File: src/pmev_cfg.svh
// Constants for the power meter event logic
`ifndef PMEV_CFG_SVH
`define PMEV_CFG_SVH
`define PMEV_ACC_W        42
`define PMEV_PWR_W        25
`define PMEV_IRMS_W       23
`define PMEV_SAMP_W       25
`define PMEV_LINE_W       16
`define PMEV_SEL_W        3
`define PMEV_NL_REA_01    25'h0000013a
`define PMEV_NL_REA_10    25'h0000009d
`define PMEV_NL_REA_11    25'h0000004d
`define PMEV_NL_APP_01    25'h00000275
`define PMEV_NL_APP_10    25'h0000013a
`define PMEV_NL_APP_11    25'h0000009d
`define PMEV_NL_AH_01     25'h00000379
`define PMEV_NL_AH_10     25'h000001bc
`define PMEV_NL_AH_11     25'h000000de
`define PMEV_CTL1_EN_BIT  7
`define PMEV_CTL1_REA_BIT 6
`define PMEV_CTL1_APP_BIT 5
`define PMEV_CTL1_AH_BIT  2
`define PMEV_CTL2_ACT_BIT 7
`define PMEV_CONV2_WIRE_BIT 5
`define PMEV_SAMPLE_HZ    4340
`define PMEV_CLK_HZ       250000000
`define PMEV_SAMPLE_CYC   (`PMEV_CLK_HZ / `PMEV_SAMPLE_HZ)
`endif

File: src/pmev_pkg.sv
// Types for the power meter event logic
package pmev_pkg;
    typedef logic [1:0] pmev_nl_code_t;
    typedef logic [2:0] pmev_sel_t;
endpackage

File: src/pmev_top.sv
// Event and power-saving enable logic of the metering calculation unit
`timescale 1ns/10ps
`include "pmev_cfg.svh"
// Overview of operation
// - Reactive half-full event at half range
// - Reactive overflow or underflow event
// - Reactive no-load event on falling below threshold
// - Reactive no-load thresholds 0,13a,9d,4d
// - Rising above threshold raises nothing
// - Apparent no-load event on falling below threshold
// - Apparent thresholds 0,275,13a,9d
// - Ampere-hour mode compares current RMS, other thresholds
// - Current RMS padded with two zero LSBs
// - Cycle-end event when half-cycles equal number
// - Cycle-end disable suppresses event
// - Waveform event when selected sample changes
// - Sample registers refresh at 4.34 kHz
// - Master enable gates all calculations
// - Wiring mode selects two or three wire
// - Active disable stops active calculation
// - Reactive disable stops reactive calculation
// - Apparent disable stops apparent and ampere-hour
// - Ampere-hour select picks accumulated quantity
module pmev_top
    import pmev_pkg::*;
#(
    parameter int SAMPLE_CYC = `PMEV_SAMPLE_CYC,
    parameter int LINE_W     = `PMEV_LINE_W
) (
    input  wire logic                    mclk_i,              // Main clock
    input  wire logic                    sys_rst_i,           // Synchronous reset
    input  wire logic                    acc_tick_i,          // Accumulation tick
    input  wire logic [7:0]              power_control_one_i, // Control register 1
    input  wire logic [7:0]              power_control_two_i, // Control register 2
    input  wire logic [7:0]              converter_mode_two_i,// Converter mode register 2
    input  wire pmev_pkg::pmev_nl_code_t reactive_noload_code_i, // Reactive level hi:lo
    input  wire pmev_pkg::pmev_nl_code_t apparent_noload_code_i, // Apparent level hi:lo
    input  wire logic                    cycle_end_disable_i, // Cycle-end disable
    input  wire logic [LINE_W-1:0]       line_cycle_number_i, // Half-cycles per period
    input  wire logic                    half_cycle_i,        // Half-line-cycle pulse
    input  wire logic [41:40]            rea_acc_top_i,       // Reactive accumulator top bits
    input  wire logic [41:40]            app_acc_top_i,       // Apparent accumulator top bits
    input  wire logic [24:0]             reactive_power_i,    // Signed reactive power
    input  wire logic [24:0]             apparent_power_i,    // Apparent power
    input  wire logic [22:0]             current_rms_i,       // Current RMS
    input  wire logic                    sample_enable_bit_i, // Waveform sampling enable
    input  wire pmev_pkg::pmev_sel_t     sample_source_select_i [2], // Source per sample
    input  wire logic [24:0]             sample_data_i [8],   // Candidate waveform signals
    output logic                         reactive_energy_half_event_o,     // Pulse
    output logic                         reactive_energy_overflow_event_o, // Pulse
    output logic                         reactive_noload_event_o,          // Pulse
    output logic                         apparent_energy_half_event_o,     // Pulse
    output logic                         apparent_energy_overflow_event_o, // Pulse
    output logic                         apparent_noload_event_o,          // Pulse
    output logic                         cycle_end_event_o,                // Pulse
    output logic                         waveform_sample_event_o,          // Pulse
    output logic [24:0]                  wave_sample_first_o,  // Sample register 1
    output logic [24:0]                  wave_sample_second_o, // Sample register 2
    output logic                         active_calc_en_o,     // Active calc running
    output logic                         reactive_calc_en_o,   // Reactive calc running
    output logic                         apparent_calc_en_o,   // Apparent calc running
    output logic                         amp_hour_acc_en_o,    // Ampere-hour acc running
    output logic                         second_channel_en_o   // Channel 2 in use
);
    import pmev_pkg::*;

    // Threshold decode used by both no-load comparators
    function automatic logic [24:0] nl_thresh(input logic [1:0] code,
                                              input logic [24:0] t1,
                                              input logic [24:0] t2,
                                              input logic [24:0] t3);
        case (code)
            2'h1:    nl_thresh = t1;
            2'h2:    nl_thresh = t2;
            2'h3:    nl_thresh = t3;
            default: nl_thresh = 25'h0;
        endcase
    endfunction

    typedef struct packed {
        logic [31:0]       samp_cnt;
        logic [LINE_W-1:0] half_cnt;
        logic              rea_below;
        logic              app_below;
        logic              rea_nl;
        logic              app_nl;
        logic              cyc;
        logic              wf;
        logic [24:0]       wave_a;
        logic [24:0]       wave_b;
        logic              act_en;
        logic              rea_en;
        logic              app_en;
        logic              ah_en;
        logic              ch2_en;
    } pmev_state_t;

    pmev_state_t st_ff;
    pmev_state_t nxt_st;

    logic        pwr_en;
    logic        ah_sel;
    logic        wire3;
    logic [24:0] rea_abs;
    logic [24:0] rea_thr;
    logic [24:0] app_thr;
    logic [24:0] app_val;
    logic        rea_below_now;
    logic        app_below_now;
    logic        samp_tick;
    logic [24:0] sel1;
    logic [24:0] sel2;
    logic        rea_half;
    logic        rea_ovf;
    logic        app_half;
    logic        app_ovf;

    assign pwr_en = power_control_one_i[`PMEV_CTL1_EN_BIT];
    assign ah_sel = power_control_one_i[`PMEV_CTL1_AH_BIT];
    assign wire3  = converter_mode_two_i[`PMEV_CONV2_WIRE_BIT];

    assign rea_abs = reactive_power_i[24] ? 25'(-reactive_power_i) : reactive_power_i;
    assign rea_thr = nl_thresh(reactive_noload_code_i, `PMEV_NL_REA_01,
                               `PMEV_NL_REA_10, `PMEV_NL_REA_11);
    assign app_thr = ah_sel ? nl_thresh(apparent_noload_code_i, `PMEV_NL_AH_01,
                                        `PMEV_NL_AH_10, `PMEV_NL_AH_11)
                            : nl_thresh(apparent_noload_code_i, `PMEV_NL_APP_01,
                                        `PMEV_NL_APP_10, `PMEV_NL_APP_11);
    // Current RMS gains two zero LSBs to line up with 25-bit power
    assign app_val = ah_sel ? {current_rms_i, 2'b00} : apparent_power_i;
    assign rea_below_now = rea_abs < rea_thr;
    assign app_below_now = app_val < app_thr;

    assign samp_tick = (st_ff.samp_cnt >= 32'(SAMPLE_CYC - 1));
    assign sel1 = sample_data_i[sample_source_select_i[0]];
    assign sel2 = sample_data_i[sample_source_select_i[1]];

    pmev_acc_mon #(
        .SIGNED_ACC (1'b1)
    ) u_rea_mon (
        .mclk_i    (mclk_i),
        .sys_rst_i (sys_rst_i),
        .tick_i    (acc_tick_i & st_ff.rea_en),
        .top_i     (rea_acc_top_i),
        .half_o    (rea_half),
        .ovf_o     (rea_ovf)
    );

    pmev_acc_mon #(
        .SIGNED_ACC (1'b0)
    ) u_app_mon (
        .mclk_i    (mclk_i),
        .sys_rst_i (sys_rst_i),
        .tick_i    (acc_tick_i & (st_ff.app_en | st_ff.ah_en)),
        .top_i     (app_acc_top_i),
        .half_o    (app_half),
        .ovf_o     (app_ovf)
    );

    always_comb begin
        nxt_st        = st_ff;
        nxt_st.rea_nl = 1'b0;
        nxt_st.cyc    = 1'b0;
        nxt_st.wf     = 1'b0;
        nxt_st.app_nl = 1'b0;
        nxt_st.act_en = pwr_en & ~power_control_two_i[`PMEV_CTL2_ACT_BIT];
        nxt_st.rea_en = pwr_en & ~power_control_one_i[`PMEV_CTL1_REA_BIT];
        nxt_st.app_en = pwr_en & ~power_control_one_i[`PMEV_CTL1_APP_BIT] & ~ah_sel;
        nxt_st.ah_en  = pwr_en & ~power_control_one_i[`PMEV_CTL1_APP_BIT] & ah_sel;
        nxt_st.ch2_en = pwr_en & wire3;
        if (acc_tick_i) begin
            // Only the falling edge across the threshold counts
            nxt_st.rea_below = rea_below_now;
            nxt_st.app_below = app_below_now;
            nxt_st.rea_nl = st_ff.rea_en & rea_below_now & ~st_ff.rea_below;
            nxt_st.app_nl = (st_ff.app_en | st_ff.ah_en)
                            & app_below_now & ~st_ff.app_below;
        end
        if (half_cycle_i && pwr_en) begin
            if (st_ff.half_cnt + LINE_W'(1) >= line_cycle_number_i) begin
                nxt_st.half_cnt = '0;
                nxt_st.cyc = ~cycle_end_disable_i;
            end else begin
                nxt_st.half_cnt = st_ff.half_cnt + LINE_W'(1);
            end
        end
        if (samp_tick) begin
            nxt_st.samp_cnt = '0;
        end else begin
            nxt_st.samp_cnt = st_ff.samp_cnt + 32'h1;
        end
        // Refresh once per sample period; reads have no side effects
        if (samp_tick && sample_enable_bit_i && pwr_en) begin
            nxt_st.wave_a = sel1;
            nxt_st.wave_b = sel2;
            nxt_st.wf = (sel1 != st_ff.wave_a) | (sel2 != st_ff.wave_b);
        end
    end

    always_ff @(posedge mclk_i) begin
        if (sys_rst_i) begin
            st_ff <= '0;
        end else begin
            st_ff <= nxt_st;
        end
    end

    assign reactive_energy_half_event_o     = rea_half;
    assign reactive_energy_overflow_event_o = rea_ovf;
    assign apparent_energy_half_event_o     = app_half;
    assign apparent_energy_overflow_event_o = app_ovf;
    assign reactive_noload_event_o = st_ff.rea_nl;
    assign apparent_noload_event_o = st_ff.app_nl;
    assign cycle_end_event_o       = st_ff.cyc;
    assign waveform_sample_event_o = st_ff.wf;
    assign wave_sample_first_o     = st_ff.wave_a;
    assign wave_sample_second_o    = st_ff.wave_b;
    assign active_calc_en_o        = st_ff.act_en;
    assign reactive_calc_en_o      = st_ff.rea_en;
    assign apparent_calc_en_o      = st_ff.app_en;
    assign amp_hour_acc_en_o       = st_ff.ah_en;
    assign second_channel_en_o     = st_ff.ch2_en;

    master_off_a: assert property (@(posedge mclk_i) disable iff (sys_rst_i)
        !pwr_en |=> !(reactive_calc_en_o | apparent_calc_en_o | active_calc_en_o))
        else $error("calc enabled while master off");
    cyc_disable_a: assert property (@(posedge mclk_i) disable iff (sys_rst_i)
        cycle_end_disable_i |=> !cycle_end_event_o)
        else $error("cycle end not suppressed");
    rea_rise_a: assert property (@(posedge mclk_i) disable iff (sys_rst_i)
        (acc_tick_i && !rea_below_now) |=> !reactive_noload_event_o)
        else $error("no-load on rise");
    app_excl_a: assert property (@(posedge mclk_i) disable iff (sys_rst_i)
        !(apparent_calc_en_o && amp_hour_acc_en_o))
        else $error("apparent and ampere-hour both on");
    samp_hold_a: assert property (@(posedge mclk_i) disable iff (sys_rst_i)
        !$past(samp_tick) |-> $stable(wave_sample_first_o))
        else $error("sample changed off tick");
    wf_tick_a: assert property (@(posedge mclk_i) disable iff (sys_rst_i)
        waveform_sample_event_o |-> $past(samp_tick))
        else $error("waveform event off tick");
    app_pos_a: assert property (@(posedge mclk_i) disable iff (sys_rst_i)
        (acc_tick_i && app_acc_top_i == 2'h1 && amp_hour_acc_en_o) ##1
        (acc_tick_i && app_acc_top_i == 2'h0) |=> !apparent_energy_overflow_event_o)
        else $error("apparent underflow flagged");
    rea_disable_a: assert property (@(posedge mclk_i) disable iff (sys_rst_i)
        power_control_one_i[`PMEV_CTL1_REA_BIT] |=> !reactive_calc_en_o ##1
        !reactive_noload_event_o)
        else $error("reactive not stopped");
endmodule

File: src/pmev_acc_mon.sv
// Half-full and overflow monitor for one 42-bit energy accumulator
`timescale 1ns/10ps
`include "pmev_cfg.svh"
module pmev_acc_mon #(
    parameter bit SIGNED_ACC = 1'b1
) (
    input  wire logic       mclk_i,      // Main clock
    input  wire logic       sys_rst_i,   // Synchronous reset
    input  wire logic       tick_i,      // Accumulation tick
    input  wire logic [1:0] top_i,       // Accumulator bits 41:40
    output logic            half_o,      // Half-full pulse
    output logic            ovf_o        // Overflow pulse
);
    typedef struct packed {
        logic [1:0] prev;
        logic       half;
        logic       ovf;
    } pmev_mon_t;
    pmev_mon_t st_ff;
    pmev_mon_t nxt_st;

    always_comb begin
        nxt_st      = st_ff;
        nxt_st.half = 1'b0;
        nxt_st.ovf  = 1'b0;
        if (tick_i) begin
            nxt_st.prev = top_i;
            // Positive: 00->01 half, 01->10 overflow
            if (st_ff.prev == 2'h0 && top_i == 2'h1) begin
                nxt_st.half = 1'b1;
            end
            if (st_ff.prev == 2'h1 && top_i == 2'h2) begin
                nxt_st.ovf = 1'b1;
            end
            // Negative: 11->10 half, 10->01 underflow; unsigned sees no sign
            if (SIGNED_ACC && st_ff.prev == 2'h3 && top_i == 2'h2) begin
                nxt_st.half = 1'b1;
            end
            if (SIGNED_ACC && st_ff.prev == 2'h2 && top_i == 2'h1) begin
                nxt_st.ovf = 1'b1;
            end
        end
    end

    always_ff @(posedge mclk_i) begin
        if (sys_rst_i) begin
            st_ff <= '0;
        end else begin
            st_ff <= nxt_st;
        end
    end

    assign half_o = st_ff.half;
    assign ovf_o  = st_ff.ovf;
endmodule

File: config.mk
export PLATFORM = sky130hd
export DESIGN_NAME = pmev_top
export DESIGN_NICKNAME = d
export VERILOG_FILES = /design/src/pmev_pkg.sv /design/src/pmev_top.sv /design/src/pmev_acc_mon.sv
export VERILOG_INCLUDE_DIRS = /design/src
export SDC_FILE = /design/constraint.sdc
export NUM_CORES = 1
export LEC_CHECK = 0
export ABC_AREA = 1
export BUFFER_PORTS_ARGS = -buffer_cell sky130_fd_sc_hd__buf_4
export CAP_MARGIN = 40
export CORE_MARGIN = 2
export CORE_UTILIZATION = 53
export CTS_CLUSTER_SIZE = 25
export DETAILED_ROUTE_END_ITERATION = 16
export PLACE_DENSITY = 0.93
export SLEW_MARGIN = 0
export SYNTH_ARGS = -nofsm -noshare
export SYNTH_HDL_FRONTEND = slang
export SYNTH_SLANG_ARGS = --single-unit
File: constraint.sdc
create_clock -name mclk_i -period 3 [get_ports mclk_i]
set_input_delay 0.15 -clock mclk_i [delete_from_list [all_inputs] [get_ports mclk_i]]
set_output_delay 0.15 -clock mclk_i [all_outputs]
set_load 0.02 [all_outputs]
### Yosys cells after proc, flatten, opt, wreduce, memory -nomap -nowiden

Index checks and enable logic that the tools add are counted.

* $add $sub $neg: 3
* magnitude comparators: 6
* equality and inequality tests: 16
* muxes and demuxes: 19
* bitwise operators: 29
* reductions and logical operators: 17

Operators with widths (number)
* $mux 25: 7
* $bmux 25 s3: 2
* $pmux 10 s3: 2
* $lt 25x25->1: 2
* $ne 25x25->1: 2
* $add 32x1->32 const B: 1
* $ge 32x16->1 const B: 1
* $pmux 9 s3: 1
* $neg 25->25: 1
* $add 16x1->16 const B: 1
* $eq 2x2->1 const B: 8
* $ge 16x16->1: 1
* $mux 16: 1
* $not 1->1: 13
* $and 1x1->1: 12
* $eq 2x1->1 const B: 6
* $reduce_or 2->1: 5
* $logic_and 1x1->1: 9
* $ge 4x4->1 const B: 2
* $not 3->4: 2
* $mux 1: 6
* $logic_not 2->1: 2
* $reduce_or 3->1: 1
* $or 1x1->1: 2

* register bits after elaboration: 117
* input bits: 333
* output and inout port bits: 63
* word-level logic and storage cells: 111

### Depth between registers and ports, before layout

* depth in word-level cells: 6
* depth in mapped cells: 21
* gate-level depth less buffers: 20

### By module

Synthesis repeated with hierarchy kept, for this count alone.

* cell total of the unflattened synthesis: 2317
* area total of the unflattened synthesis: 12434.4 um^2

By module, submodules not included
* pmev_top: instances 1, cells each 2270, area each 12101.6 um^2, seq. area each 2182.1 um^2
* pmev_acc_mon at u_rea_mon: instances 1, cells each 25, area each 177.7 um^2, seq. area each 80.1 um^2
* pmev_acc_mon at u_app_mon: instances 1, cells each 22, area each 155.1 um^2, seq. area each 80.1 um^2

### Worst setup path before layout

Ideal clock, no wire load.

* path kind: register to register
* start point: register st_ff[61] in the netlist's numbering
* end point: register st_ff[74] in the netlist's numbering
* library setup time: 0.128 ns
* data arrival time: 2.616 ns
* required time: 2.872 ns
* slack: 0.257 ns
* stages on the path, launching flop included: 19
* buffers on the path: 1
* period minus slack after synthesis: 2.743 ns
* cell sequence: dfxtp_1 > ha_1 > nand3_1 > nor2_1 > nand2_1 > nor2_1 > inv_1 > nor2_1 > xor2_1 > inv_1 > ha_1 > nand2_1 > nor3_1 > nand2_1 > nand3_1 > clkbuf_1 > nor2_1 > a21oi_1 > nor2_1

* word-level cells in the longest chain between the ends: 3

Ends and longest elaborated chain
* start: declaration: RTL line pmev_top.sv:98 `pmev_state_t st_ff;`
* start signal: assignment: RTL line pmev_top.sv:204 `st_ff <= nxt_st;`
* $add 16x1->16 (*): RTL line pmev_top.sv:180, pmev_top.sv:184
* $ge 16x16->1: RTL line pmev_top.sv:180 `if (st_ff.half_cnt + LINE_W'(1) >= line_cycle_number_i) begin`
* $mux 16 (*): RTL line pmev_top.sv:180

Every way passes the cells marked *; elsewhere a longest branch is shown, timed or not.
A chain may end at the register's enable or synchronous reset.

### Worst setup path after layout

* start point: register st_ff[62] in the netlist's numbering
* end point: register st_ff[61] in the netlist's numbering

* word-level cells in the longest chain between the ends: 3

Ends and longest elaborated chain (RTL line)
* $add 16x1->16: pmev_top.sv:180
* $ge 16x16->1: pmev_top.sv:180
* $mux 16: pmev_top.sv:180

No other way between the ends.

==> run_results.csv <==
group,metric,value,unit
detailed_routing,ant_nets,0,
sta,finalCritPeriodShare,0.9092,
sta,tns,0,ns
power,p_seq_frac,0.296,
cts,clockRootBuffer,"clkbuf_16",
placed_design,dp_hpwl,35.39,mm
cts,tritoncts,"done",
cts,cts_buffers,17,
detailed_routing,drc,0,
detailed_routing,post_drt_wl_per_cell,16.60,um
placed_design,gp_congestion,0.9971,
placed_design,port_buffers,377,
die,die-area,0.02417,mm2
power,design_power_total,5.659,mW
power,powerDensity,366.9,mW/mm2
detailed_routing,firstDrtPassIters,8,
synthesis,yosysSeqAreaShare,0.1926,
setup_path,crit_arrival,3.05,ns
die,rows,55,
min_path,hp-class,"input port to flop",
global_routing,gr-usage-all-layers,0.3808,
power,combPwrFrac,0.321,
placed_design,numPlacedInstances,2778,
power,p_switching,1.831,mW
setup_path,cp_max_fo,8,
sta,worst_slew_pin_slew,0.7938,ns
power,leakage,8.599,nW
setup_path,r2r_cells,18,
cts,cts.sinks,117,
detailed_routing,drt-total-wl,46.80,mm
final_layout,final_common_cell,"nand2_1",
die,top_level_ports,396,
min_path,worstHoldStart,"app_acc_top_i[41]",
synthesis,synth-edff-count,0,
synthesis,synth_area,0.01216,mm2
power,clkPwrFrac,0.384,
job,maxCapViolCount,0,
status,status,"finished clean",
min_path,whs_endpoint,"u_app_mon.ovf_o$_SDFF_PP0_",
die,die_y,155.5,um
die,start_util,0.5387,
final_layout,nNetsFinal,2901,
setup_path,required,3.33,ns
setup_path,r2r_slack,0.27,ns
final_layout,most-common-layout-cells,"nand2_1 (827), buf_4 (395), inv_1 (322)",
global_routing,grt_max_degree,125,
sta,slew_violations,0,
setup_path,rr_endpoint,"st_ff[61]$_SDFFE_PP0P_",
cts,clk_pin_slew,0.05,ns
synthesis,synthArstFlopShare,0,
sta,setup_viol,0,
synthesis,syn_area_per_cell,5.431,um2
final_layout,nFillCells,2035,
detailed_routing,num_vias,15770,
cts,cts_max_path_buffers,2,
synthesis,syn_inst,2239,
synthesis,yosysUniqueCellTypes,39,
setup_path,cp-start-kind,"flop",
power,p_int,3.828,mW
global_routing,grt_overflow,0,
synthesis,ys_ff_latch,117,
sta,clock_skew,0.01314,ns
sta,rsz0062_at_grt,"false",
power,p_sw_frac,0.3236,
global_routing,grt_pass1_wl,73.66,mm
final_layout,drive_gt1_frac,0.1757,
detailed_routing,drt_iter0_drc,1841,
min_path,holdPathStages,3,
synthesis,ys.flop_type,"dfxtp_1",
power,vdd_drop_max,0.3326,mV
detailed_routing,viasPerCell,5.596,
setup_path,crit_type,"flop to flop",
cts,worst_skew_pair.late_latency,0.41,ns
die,coreArea,0.02257,mm2
final_layout,finish.utilization,0.6833,
sta,hold_violations,0,
synthesis,yosys_warnings,0,
global_routing,antenna_found_initial,1,
sta,fin_hold_ws,0.02639,ns
sta,fmax,0.3666,GHz
sta,max_slew_margin,0.4708,
setup_path,critPathCaptureType,"flop",
global_routing,grt_pass1_vias,15010,
cts,postCtsSetupRepairBufs,0,
die,die_w,155.5,um
setup_path,r2r_start,"st_ff[62]$_SDFFE_PP0P_",
final_layout,stdcell_count,2819,
sta,fin_crit,2.728,ns
final_layout,area_growth,26.84,%
cts,cts_max_level,4,
-- repair_timing --
item,CTS,global route
gates resized for setup,0,3
hold buffers,8,0
endpoints found under the setup margin,0,16
hold endpoints to repair,9,0
-- worst max path at each step --
| stage | startpoint | endpoint | slack [ns] |
|---|---|---|---|
| 6_report | st_ff[62]$_SDFFE_PP0P_ | st_ff[61]$_SDFFE_PP0P_ | 0.27 |
| 5_1_grt | st_ff[62]$_SDFFE_PP0P_ | st_ff[72]$_SDFFE_PP0P_ | 0.01 |
| 4_1_cts | st_ff[62]$_SDFFE_PP0P_ | st_ff[76]$_SDFFE_PP0P_ | 0.22 |
| 3_5_place_dp | st_ff[62]$_SDFFE_PP0P_ | st_ff[76]$_SDFFE_PP0P_ | 0.24 |
| 3_3_place_gp | st_ff[62]$_SDFFE_PP0P_ | st_ff[76]$_SDFFE_PP0P_ | 0.27 |
| 2_1_floorplan | st_ff[61]$_SDFFE_PP0P_ | st_ff[74]$_SDFFE_PP0P_ | 0.26 |
-- power by group through the flow --
stage	combinational (mW)	sequential, mW	clock, mW
2_1_floorplan	1.08	1.69	0
4_1_cts	1.76	1.67	2.18
3_3_place_gp	1.70	1.70	0
3_5_place_dp	1.74	1.70	0
6_report	1.81	1.67	2.17
5_1_grt	2.00	1.68	2.26
-- cells by family after synthesis --
group                    count (synthesis)  synth area share
AO/OA/AOI/OAI                          190           0.08726
buffers and inverters                  493            0.1802
other                                    1         0.0003084
XOR/XNOR                                28           0.02017
AND/OR/NAND/NOR                       1362            0.4701
flip-flops                             117            0.1926
adder cells (fa/ha/maj)                 48           0.04939
-- flip-flops by register name, summed over array words and instances, names as in the netlist, 2 cells and up --
| signal | count |
|---|---|
| st_ff | 50 |
| wave_sample_first_o | 25 |
| u_app_mon.st_ff | 2 |
| u_rea_mon.st_ff | 2 |
| wave_sample_second_o | 25 |
-- cells in the mapped netlist (all sizes together) (4+ instances only) --
cell | number | area share
nor3b | 4 | 0.0025
ha | 48 | 0.049
nor2 | 140 | 0.044
xor2 | 23 | 0.017
a21oi | 85 | 0.035
nor3 | 23 | 0.0099
dfxtp | 117 | 0.19
inv | 329 | 0.10
xnor2 | 5 | 0.0036
or2 | 5 | 0.0026
o211ai | 22 | 0.014
nor4 | 11 | 0.0057
nand2 | 828 | 0.26
nand3 | 314 | 0.13
nand4 | 18 | 0.0093
a31oi | 24 | 0.012
clkbuf | 42 | 0.013
buf | 119 | 0.065
o21ai | 48 | 0.020
nand3b | 17 | 0.010
-- metal layers --
layer  share of wire  vias up  GRT usage
met5               0        -          0
met4           0.087        0     0.2901
met3            0.12      252     0.1136
met2            0.45     1040     0.6376
met1            0.34     6970     0.4035
li1                -     7512          -
-- worst max-delay path, stage by stage, from the launching register on --
cell and delay [ns]:
dfxtp_1 0.35, ha_1 0.19, nand3_1 0.13, nor2_1 0.11
nand2_1 0.10, nor2_2 0.14, inv_1 0.09, nor2_1 0.11
xor2_1 0.22, inv_1 0.07, ha_1 0.18, a21oi_1 0.12
o21ai_0 0.09, a21oi_1 0.14, nand3_1 0.11, buf_4 0.18
nor2_1 0.11, nand2_1 0.08, a21oi_1 0.14
-- cell type report --
cell class / instances / area, um2 / area share
well taps: 285 / 356.6 / 0.02312
diodes: 1 / 2.502 / 0.0001623
inverters: 332 / 1246 / 0.08081
flip-flops and latches: 117 / 2342 / 0.1519
clock inverters: 8 / 145.1 / 0.009411
clock buffers: 24 / 491.7 / 0.03188
repair buffers: 408 / 3146 / 0.2040
multi-input cells: 1644 / 7692 / 0.4988
-- stage by stage --
stage / instance area [um2] / worst slack (ns)
finish: 15420 / 0.2724
global route: 15420 / 0.01146
CTS: 15410 / 0.2155
detailed placement: 14690 / 0.2360
global placement: 14690 / 0.2721
floorplan: 12220 / 0.2569
Power figures use the tool's default switching activity.
